## src/include/uart_shadow_pkg.sv

```systemverilog
package uart_shadow_pkg;

    // *****************************************************
    // Register map (byte addresses on the Avalon bus)
    // *****************************************************
    localparam logic [31:0] SHADOW_ADDR = 32'h5000_1134;
    localparam logic [31:0] CTRL_ADDR = 32'h5000_1180;
    localparam logic [31:0] STATUS_ADDR = 32'h5000_1184;
    localparam logic [31:0] IRQ_STATUS_ADDR = 32'h5000_1188;
    localparam logic [31:0] IRQ_MASK_ADDR = 32'h5000_118c;

    // *****************************************************
    // Sizes and reset values
    // *****************************************************
    localparam int CHAR_W = 8;
    localparam int FIFO_DEPTH = 16;
    localparam logic [7:0] CHAR_RESET = 8'h00;
    localparam logic [31:0] READ_ZERO = 32'h0000_0000;

    // Control register: bit 0 FIFO enable, bit 1 infrared mode
    typedef struct packed {
        logic ir_mode;
        logic fifo_en;
    } ctrl_t;
    localparam ctrl_t CTRL_RESET = '{ir_mode: 1'b0, fifo_en: 1'b0};

    // Status register: live state of the data port
    typedef struct packed {
        logic tx_fifo_full;
        logic rx_fifo_full;
        logic tx_holding_empty;
        logic rx_data_valid;
    } status_t;

    // Sticky event bits; the mask register has the same layout
    typedef struct packed {
        logic tx_empty;
        logic tx_drop;
        logic rx_ready;
        logic rx_overrun;
    } irq_t;
    localparam irq_t IRQ_RESET = '{default: 1'b0};

    // *****************************************************
    // Bus answer sequencing
    // *****************************************************
    typedef enum logic [2:0] {
        BUS_IDLE = 3'b001,
        BUS_PREP = 3'b010,
        BUS_DONE = 3'b100
    } bus_state_t;

endpackage

```

## src/logic/shadow_fifo.sv

```systemverilog
`timescale 1ns/1ps
module shadow_fifo #(
    parameter int WIDTH = 8,
    parameter int DEPTH = 16
) (
    input wire logic mclk,
    input wire logic resetn,
    input wire logic clear,
    input wire logic push,
    input wire logic [WIDTH-1:0] push_data,
    input wire logic pop,
    output logic [WIDTH-1:0] head_q,
    output logic head_ok,
    output logic empty,
    output logic full
);
    localparam int AW = (DEPTH > 1) ? $clog2(DEPTH) : 1;
    localparam logic [AW-1:0] LAST = AW'(DEPTH - 1);
    localparam logic [AW:0] FULL_COUNT = (AW + 1)'(DEPTH);

    logic [WIDTH-1:0] mem [DEPTH];
    logic [AW-1:0] wr_q;
    logic [AW-1:0] rd_q;
    logic [AW:0] count_q;
    logic settle_q;

    // Pushes into a full store and pops from an empty one are dropped
    wire do_push = push & ~full;
    wire do_pop = pop & ~empty;
    wire [AW-1:0] wr_next = (wr_q == LAST) ? '0 : wr_q + 1'b1;
    wire [AW-1:0] rd_next = (rd_q == LAST) ? '0 : rd_q + 1'b1;
    assign empty = (count_q == '0);
    assign full = (count_q == FULL_COUNT);
    // Head register lags pointer moves by one edge, so mark it unsettled
    assign head_ok = settle_q & ~empty;

    // Pointers and fill level
    always_ff @(posedge mclk or negedge resetn) begin
        if (!resetn) begin
            wr_q <= '0;
            rd_q <= '0;
            count_q <= '0;
            settle_q <= 1'b0;
        end else if (clear) begin
            wr_q <= '0;
            rd_q <= '0;
            count_q <= '0;
            settle_q <= 1'b0;
        end else begin
            if (do_push) begin
                wr_q <= wr_next;
            end
            if (do_pop) begin
                rd_q <= rd_next;
            end
            if (do_push && !do_pop) begin
                count_q <= count_q + 1'b1;
            end else if (do_pop && !do_push) begin
                count_q <= count_q - 1'b1;
            end
            settle_q <= ~(do_push | do_pop);
        end
    end

    // Storage has no reset; only the read register is cleared
    always_ff @(posedge mclk) begin
        if (do_push) begin
            mem[wr_q] <= push_data;
        end
    end

    // Registered head of the queue
    always_ff @(posedge mclk or negedge resetn) begin
        if (!resetn) begin
            head_q <= '0;
        end else begin
            head_q <= mem[rd_q];
        end
    end
endmodule

```

## src/logic/uart_shadow_data_port.sv

```systemverilog
`timescale 1ns/1ps
module uart_shadow_data_port #(
    parameter int DEPTH = uart_shadow_pkg::FIFO_DEPTH
) (
    input wire logic mclk,
    input wire logic resetn,
    // Avalon-MM slave
    input wire logic [31:0] address,
    input wire logic read,
    input wire logic write,
    input wire logic [31:0] writedata,
    input wire logic [3:0] byteenable,
    output logic [31:0] readdata,
    output logic waitrequest,
    // Receive shifter, same clock
    input wire logic rx_char_valid,
    input wire logic [7:0] rx_char,
    // Transmit shifter, same clock
    output logic tx_char_valid,
    output logic [7:0] tx_char,
    input wire logic tx_char_ready,
    // Link to the rest of the UART
    output logic ir_mode,
    output logic fifo_enable,
    output logic rx_data_valid_flag,
    output logic tx_holding_empty_flag,
    output logic overrun_error,
    output logic irq
);

    // *****************************************************
    // State
    // *****************************************************
    uart_shadow_pkg::bus_state_t state_q;
    uart_shadow_pkg::bus_state_t state_d;
    uart_shadow_pkg::ctrl_t ctrl_q;
    uart_shadow_pkg::irq_t irq_status_q;
    uart_shadow_pkg::irq_t irq_mask_q;
    uart_shadow_pkg::irq_t irq_event;
    uart_shadow_pkg::status_t status;
    logic [31:0] readdata_q;
    logic [31:0] read_mux;
    logic [7:0] rbuf_q;
    logic rbuf_full_q;
    logic [7:0] hold_byte_q;
    logic hold_full_q;
    logic hold_empty_q;
    logic overrun_q;
    logic [7:0] rx_head;
    logic rx_head_ok;
    logic rx_empty;
    logic rx_full;
    logic [7:0] tx_head;
    logic tx_head_ok;
    logic tx_empty;
    logic tx_full;

    // *****************************************************
    // Bus decode
    // *****************************************************
    // Every access takes three cycles so the FIFO head register can
    // settle after a pop before the next read samples it
    wire req = read | write;
    wire take = (state_q == uart_shadow_pkg::BUS_DONE) & req;
    wire sel_shadow = (address == uart_shadow_pkg::SHADOW_ADDR);
    wire sel_ctrl = (address == uart_shadow_pkg::CTRL_ADDR);
    wire sel_status = (address == uart_shadow_pkg::STATUS_ADDR);
    wire sel_irqs = (address == uart_shadow_pkg::IRQ_STATUS_ADDR);
    wire sel_mask = (address == uart_shadow_pkg::IRQ_MASK_ADDR);
    wire low_lane = byteenable[0];
    wire shadow_rd = take & read & sel_shadow;
    wire shadow_wr = take & write & sel_shadow & low_lane;
    wire ctrl_wr = take & write & sel_ctrl & low_lane;
    wire mask_wr = take & write & sel_mask & low_lane;
    wire irqs_rd = take & read & sel_irqs;
    wire fifo_en = ctrl_q.fifo_en;
    uart_shadow_pkg::ctrl_t ctrl_new;
    assign ctrl_new = uart_shadow_pkg::ctrl_t'(writedata[1:0]);
    // Changing the FIFO mode flushes both directions
    wire mode_flush = ctrl_wr & (ctrl_new.fifo_en != fifo_en);

    assign waitrequest = req & (state_q != uart_shadow_pkg::BUS_DONE);
    assign readdata = readdata_q;

    // Answer sequencer
    always_comb begin
        state_d = state_q;
        case (state_q)
            uart_shadow_pkg::BUS_IDLE: begin
                if (req) begin
                    state_d = uart_shadow_pkg::BUS_PREP;
                end
            end
            uart_shadow_pkg::BUS_PREP: begin
                state_d = uart_shadow_pkg::BUS_DONE;
            end
            uart_shadow_pkg::BUS_DONE: begin
                state_d = uart_shadow_pkg::BUS_IDLE;
            end
            default: begin
                state_d = uart_shadow_pkg::BUS_IDLE;
            end
        endcase
    end

    always_ff @(posedge mclk or negedge resetn) begin
        if (!resetn) begin
            state_q <= uart_shadow_pkg::BUS_IDLE;
        end else begin
            state_q <= state_d;
        end
    end

    // *****************************************************
    // Receive path
    // *****************************************************
    wire rx_push = fifo_en & rx_char_valid;
    wire rx_pop = fifo_en & shadow_rd;
    // Full FIFO keeps its contents; the store drops the push
    wire rx_fifo_overrun = rx_push & rx_full;
    wire rx_buf_overrun = ~fifo_en & rx_char_valid & rbuf_full_q
                          & ~shadow_rd;

    shadow_fifo #(
        .WIDTH(uart_shadow_pkg::CHAR_W),
        .DEPTH(DEPTH)
    ) rx_fifo (
        .mclk(mclk),
        .resetn(resetn),
        .clear(mode_flush),
        .push(rx_push),
        .push_data(rx_char),
        .pop(rx_pop),
        .head_q(rx_head),
        .head_ok(rx_head_ok),
        .empty(rx_empty),
        .full(rx_full)
    );

    // Single receive buffer used when FIFOs are off
    always_ff @(posedge mclk or negedge resetn) begin
        if (!resetn) begin
            rbuf_q <= uart_shadow_pkg::CHAR_RESET;
            rbuf_full_q <= 1'b0;
        end else if (mode_flush) begin
            rbuf_full_q <= 1'b0;
        end else if (!fifo_en && rx_char_valid) begin
            rbuf_q <= rx_char;
            rbuf_full_q <= 1'b1;
        end else if (!fifo_en && shadow_rd) begin
            rbuf_full_q <= 1'b0;
        end
    end

    // With FIFOs on, valid only once the head register has caught up; otherwise the buffer's full bit
    assign rx_data_valid_flag = fifo_en ? rx_head_ok
                                        : rbuf_full_q;

    // *****************************************************
    // Transmit path
    // *****************************************************
    wire tx_push = fifo_en & shadow_wr;
    wire tx_pop = fifo_en & tx_head_ok & tx_char_ready;
    wire tx_dropped = tx_push & tx_full;

    shadow_fifo #(
        .WIDTH(uart_shadow_pkg::CHAR_W),
        .DEPTH(DEPTH)
    ) tx_fifo (
        .mclk(mclk),
        .resetn(resetn),
        .clear(mode_flush),
        .push(tx_push),
        .push_data(writedata[7:0]),
        .pop(tx_pop),
        .head_q(tx_head),
        .head_ok(tx_head_ok),
        .empty(tx_empty),
        .full(tx_full)
    );

    // Holding register; a new write overwrites an unsent character,
    // and a write in the cycle the shifter takes one wins
    always_ff @(posedge mclk or negedge resetn) begin
        if (!resetn) begin
            hold_byte_q <= uart_shadow_pkg::CHAR_RESET;
            hold_full_q <= 1'b0;
        end else if (mode_flush) begin
            hold_full_q <= 1'b0;
        end else if (!fifo_en && shadow_wr) begin
            hold_byte_q <= writedata[7:0];
            hold_full_q <= 1'b1;
        end else if (!fifo_en && tx_char_ready) begin
            hold_full_q <= 1'b0;
        end
    end

    // Shifter chooses serial or active-low infrared output by ir_mode
    assign tx_char_valid = fifo_en ? tx_head_ok : hold_full_q;
    assign tx_char = fifo_en ? tx_head : hold_byte_q;
    // Software is expected to wait on this before writing
    assign tx_holding_empty_flag = fifo_en ? tx_empty
                                           : ~hold_full_q;
    assign ir_mode = ctrl_q.ir_mode;
    assign fifo_enable = fifo_en;

    // *****************************************************
    // Control and mask registers
    // *****************************************************
    always_ff @(posedge mclk or negedge resetn) begin
        if (!resetn) begin
            ctrl_q <= uart_shadow_pkg::CTRL_RESET;
            irq_mask_q <= uart_shadow_pkg::IRQ_RESET;
        end else begin
            if (ctrl_wr) begin
                ctrl_q <= ctrl_new;
            end
            if (mask_wr) begin
                irq_mask_q <= uart_shadow_pkg::irq_t'(writedata[3:0]);
            end
        end
    end

    // *****************************************************
    // Events and interrupt
    // *****************************************************
    assign irq_event.rx_overrun = rx_fifo_overrun | rx_buf_overrun;
    assign irq_event.rx_ready = rx_char_valid & ~rx_fifo_overrun;
    assign irq_event.tx_drop = tx_dropped;
    assign irq_event.tx_empty = tx_holding_empty_flag & ~hold_empty_q;

    // A read clears the sticky bits, but an event in that cycle wins
    always_ff @(posedge mclk or negedge resetn) begin
        if (!resetn) begin
            irq_status_q <= uart_shadow_pkg::IRQ_RESET;
            hold_empty_q <= 1'b1;
            overrun_q <= 1'b0;
        end else begin
            if (irqs_rd) begin
                irq_status_q <= irq_event;
            end else begin
                irq_status_q <= irq_status_q | irq_event;
            end
            hold_empty_q <= tx_holding_empty_flag;
            overrun_q <= irq_event.rx_overrun;
        end
    end

    assign overrun_error = overrun_q;
    assign irq = |(irq_status_q & irq_mask_q);

    // *****************************************************
    // Read data
    // *****************************************************
    assign status.rx_data_valid = rx_data_valid_flag;
    assign status.tx_holding_empty = tx_holding_empty_flag;
    assign status.rx_fifo_full = fifo_en & rx_full;
    assign status.tx_fifo_full = fifo_en & tx_full;

    // Upper bits of every word, reserved bits included, read as zero
    wire [7:0] rx_byte = fifo_en ? rx_head : rbuf_q;
    always_comb begin
        read_mux = uart_shadow_pkg::READ_ZERO;
        if (sel_shadow) begin
            read_mux = {24'h00_0000, rx_byte};
        end else if (sel_ctrl) begin
            read_mux = {30'h0000_0000, ctrl_q};
        end else if (sel_status) begin
            read_mux = {28'h000_0000, status};
        end else if (sel_irqs) begin
            read_mux = {28'h000_0000, irq_status_q};
        end else if (sel_mask) begin
            read_mux = {28'h000_0000, irq_mask_q};
        end
    end

    // Captured one cycle before the answer; unmapped reads give zero
    always_ff @(posedge mclk or negedge resetn) begin
        if (!resetn) begin
            readdata_q <= uart_shadow_pkg::READ_ZERO;
        end else if (state_q == uart_shadow_pkg::BUS_PREP && read) begin
            readdata_q <= read_mux;
        end
    end

endmodule

```

## config.mk

```make
export PLATFORM = sky130hd
export DESIGN_NAME = uart_shadow_data_port
export DESIGN_NICKNAME = d
export VERILOG_FILES = /design/src/include/uart_shadow_pkg.sv /design/src/logic/shadow_fifo.sv /design/src/logic/uart_shadow_data_port.sv
export SDC_FILE = /design/constraint.sdc
export NUM_CORES = 1
export LEC_CHECK = 0
export ABC_AREA = 1
export BUFFER_PORTS_ARGS = -buffer_cell sky130_fd_sc_hd__clkbuf_2
export CAP_MARGIN = 20
export CORE_MARGIN = 2
export CORE_UTILIZATION = 60
export DETAILED_ROUTE_END_ITERATION = 8
export PLACE_DENSITY_LB_ADDON = 0.05
export SYNTH_ARGS = -nofsm -noshare
export SYNTH_HDL_FRONTEND = slang
export SYNTH_SLANG_ARGS = --single-unit
```

## constraint.sdc

```tcl
create_clock -name mclk -period 5.54 [get_ports mclk]
set_input_delay 1.108 -clock mclk [delete_from_list [all_inputs] [get_ports mclk]]
set_output_delay 1.108 -clock mclk [all_outputs]
set_load 0.05 [all_outputs]
```

==> flow_summary.toml <==
[global_route]
antenna_found_initial = 0
grt_pass1_vias = 10080
overflow = 0
track_usage_pct = 26.54
grt_first_pass_wirelength_mm = 53.55
grt_max_degree = 68

[sta]
min_period_ps = 3452
fin_ws_ps = 2088
fmaxAchievable_mhz = 289.7
relSlewSlack_pct = 33.86
grt_setup_unrepaired = "no"
fin_setup_tns_ps = 0
timing.final.hold_violations = 0
slew_violations = 0
fin_crit_sh_pct = 62.31
worst_slew_pin_slew_ps = 988.4
fin_worst_skew_ps = 16.08
holdWs_ps = 474.2
setup_viol = 0

[hold_path]
holdPathStages = 2
hold_class = "reg -> reg"

[power_and_ir_drop]
seqPwrFrac_pct = 44.6
power.density_mw_per_mm2 = 421.8
combinationalPowerShare_pct = 22.4
p_sw_mw = 2.241
clkPwrFrac_pct = 32.9
leakagePower_nw = 6.556
ir_drop_v = 0.0003899
p_int_mw = 4.805
sw_frac_of_total_pct = 31.80

[routing]
drt_pass1_iterations = 6
viasPerCell = 5.739
drc_errors = 0
antenna_left = 0
routedWlPerCell_um = 19.05
via_count = 10330
routed_wl_mm = 34.29
drt_iter0_drc = 936

[synth]
async_flop_share_pct = 24.93
yosysWarnings = 0
synth_edf_count = 256
ys_ff_latch = 341
syn-cell-area_mm2 = 0.01499
ys_seq_area_share_pct = 65.47
syn_inst = 1375
synthFlopType = "edfxtp_1"
synth_cell_type_count = 53
syn_avg_cell_area_um2 = 10.91

[clock_tree]
numCtsBuffers = 36
clock-sinks = 341
clkLatencyLatePin_ps = 510
htreeDepth = 2
cts_tree = "done"
clk_pin_slew_ps = 60
clockBufferDepth = 3
cts_hold_buf = 0
cts_resized = 0
root_buffer = "clkbuf_16"
post-cts-setup-buffers = 0

[floorplan]
ios = 130
core_area_mm2 = 0.02446
die_x_um = 162.1
initial_core_util_pct = 61.30
die_area_mm2 = 0.02627
die_y_um = 162.1
rows = 57

[place]
placedCellCount = 1735
port_buffers = 78
dp_slack_ps = 1595
hpwl_mm = 22.41
routabilityCongestion = 0.8718

[critical_path]
r2r_cells = 7
crit_type = "in -> reg"
required_ps = 5940
cp.arrival_ps = 3850
crit_fanout = 11
crit_path_start_kind = "primary input"
endpoint_kind = "flop"

[status]
status = "finished clean"

[finish]
fin_util_pct = 68.28
antenna_cells = 0
drive_gt1_share_pct = 12.60
area_growth_pct = 11.40
nNetsFinal = 1549
stdcell_count = 1800

[job]
maxCapViolCount = 0
## cells by family (layout without fill, tap and decap cells)
group | after synthesis | in the layout | synth area share, %
AO/OA/AOI/OAI | 256 | 256 | 9.938
XOR/XNOR | 8 | 8 | 0.4673
adder cells (fa/ha/maj) | 18 | 18 | 1.602
buffers and inverters | 181 | 259 | 5.282
flip-flops | 341 | 341 | 65.47
multiplexers | 2 | 2 | 0.1335
other | 1 | 24 | 0.02501
AND/OR/NAND/NOR | 568 | 568 | 17.08
## worst max-delay path, stage by stage
cell      delay (ps)
clkbuf_2          90
inv_1             70
nand2_1           50
nor2_1            90
nand2_1           90
nor2_2           480
nand3_4          210
nor2_4           170
nand3_4          130
clkinv_2         130
nand2_1          140
fa_1             430
nand3_1          100
nand2_1           70
xor2_1           190
inv_1             60
nand2_1           60
nand2_1           50
nand3_1           60
nand2_1           60
## through the flow
stage | instance area (um2) | power [mW]
floorplan | 15080 | 4.279
global placement | 15560 | 4.727
detailed placement | 15560 | 4.771
CTS | 16700 | 7.071
global route | 16700 | 7.361
finish | 16700 | 7.046
## area by class of cell
| cell class | instances | area [um2] |
|---|---|---|
| flip-flops and latches | 341 | 9819 |
| fillers | 1876 | 7759 |
| multi-input cells | 876 | 4472 |
| clock buffers | 53 | 1028 |
| repair buffers | 86 | 452.9 |
| inverters | 108 | 407.9 |
| well taps | 324 | 405.4 |
| clock inverters | 12 | 117.6 |
## placed cells by master, fill, tap and decap left out, types with 22 or more instances in the layout
cell,count
clkbuf_2,77
edfxtp_1,256
clkbuf_16,39
nor2_1,153
dfrtp_1,81
a21oi_1,55
nand2_1,268
inv_1,94
o22ai_1,22
nand4_1,25
o21ai_0,115
nand3_1,74
conb_1,24
## Yosys cell counts, types with 4 or more instances
cell type,n,area (um2)
ha_1,16,200.2
inv_2,8,30.03
nand3_2,4,40.04
xor2_1,6,52.55
nor2_4,9,101.4
o21ai_1,10,50.05
o211ai_1,11,82.58
nor2_1,153,574.3
clkbuf_1,37,138.9
nor3_1,5,25.02
o22ai_1,22,137.6
nand2_2,11,68.82
nand2_1,268,1006
a21oi_1,55,275.3
nand3_1,74,370.4
buf_2,7,35.03
o221ai_1,12,105.1
a221oi_1,19,166.4
o21ai_0,115,575.6
nand4_1,25,156.4
buf_4,25,187.7
dfrtp_1,83,2077
inv_1,95,356.6
edfxtp_1,256,7687
## worst paths after layout
path | end | slack [ps] | from
max | tx_fifo.count_q[4] | 2090 | address[24]
min | rbuf_q[3] | 470 | rbuf_q[3]
max reg2reg | rx_fifo.head_q[1] | 2700 | rx_fifo.rd_q[2]
min in group asynchronous | rx_fifo.wr_q[0] | 560 | resetn
max in group asynchronous | tx_fifo.rd_q[0] | 3940 | resetn
min reg2reg | rbuf_q[3] | 470 | rbuf_q[3]
## state kept, by name, summed over array words and instances (netlist names), 3 cells and up
register,cells
tx_fifo.head_q,8
tx_fifo.wr_q,4
tx_fifo.rd_q,4
rbuf_q,8
rx_fifo.head_q,8
rx_fifo.mem,128
readdata,8
rx_fifo.count_q,5
tx_fifo.count_q,5
tx_fifo.mem,128
irq_status_q,4
rx_fifo.wr_q,4
rx_fifo.rd_q,4
irq_mask_q,4
state_q,3
hold_byte_q,8
## metal layers
layer	vias up	wire length (um)	track usage [%]	share of wire (%)
li1	4910	-	-	-
met1	4994	14280	35.03	42
met2	346	17250	45.96	50
met3	81	1584	3.064	4.6
met4	0	1173	9.533	3.4
met5	-	0	0	0
## power groups by stage
stage | registers (mW) | logic, mW | clock network [mW]
6_report | 3.14 | 1.58 | 2.32
5_1_grt | 3.17 | 1.76 | 2.44
4_1_cts | 3.14 | 1.59 | 2.34
3_5_place_dp | 3.19 | 1.58 | 0
3_3_place_gp | 3.18 | 1.54 | 0
2_1_floorplan | 3.14 | 1.14 | 0
Power figures use the tool's default switching activity.
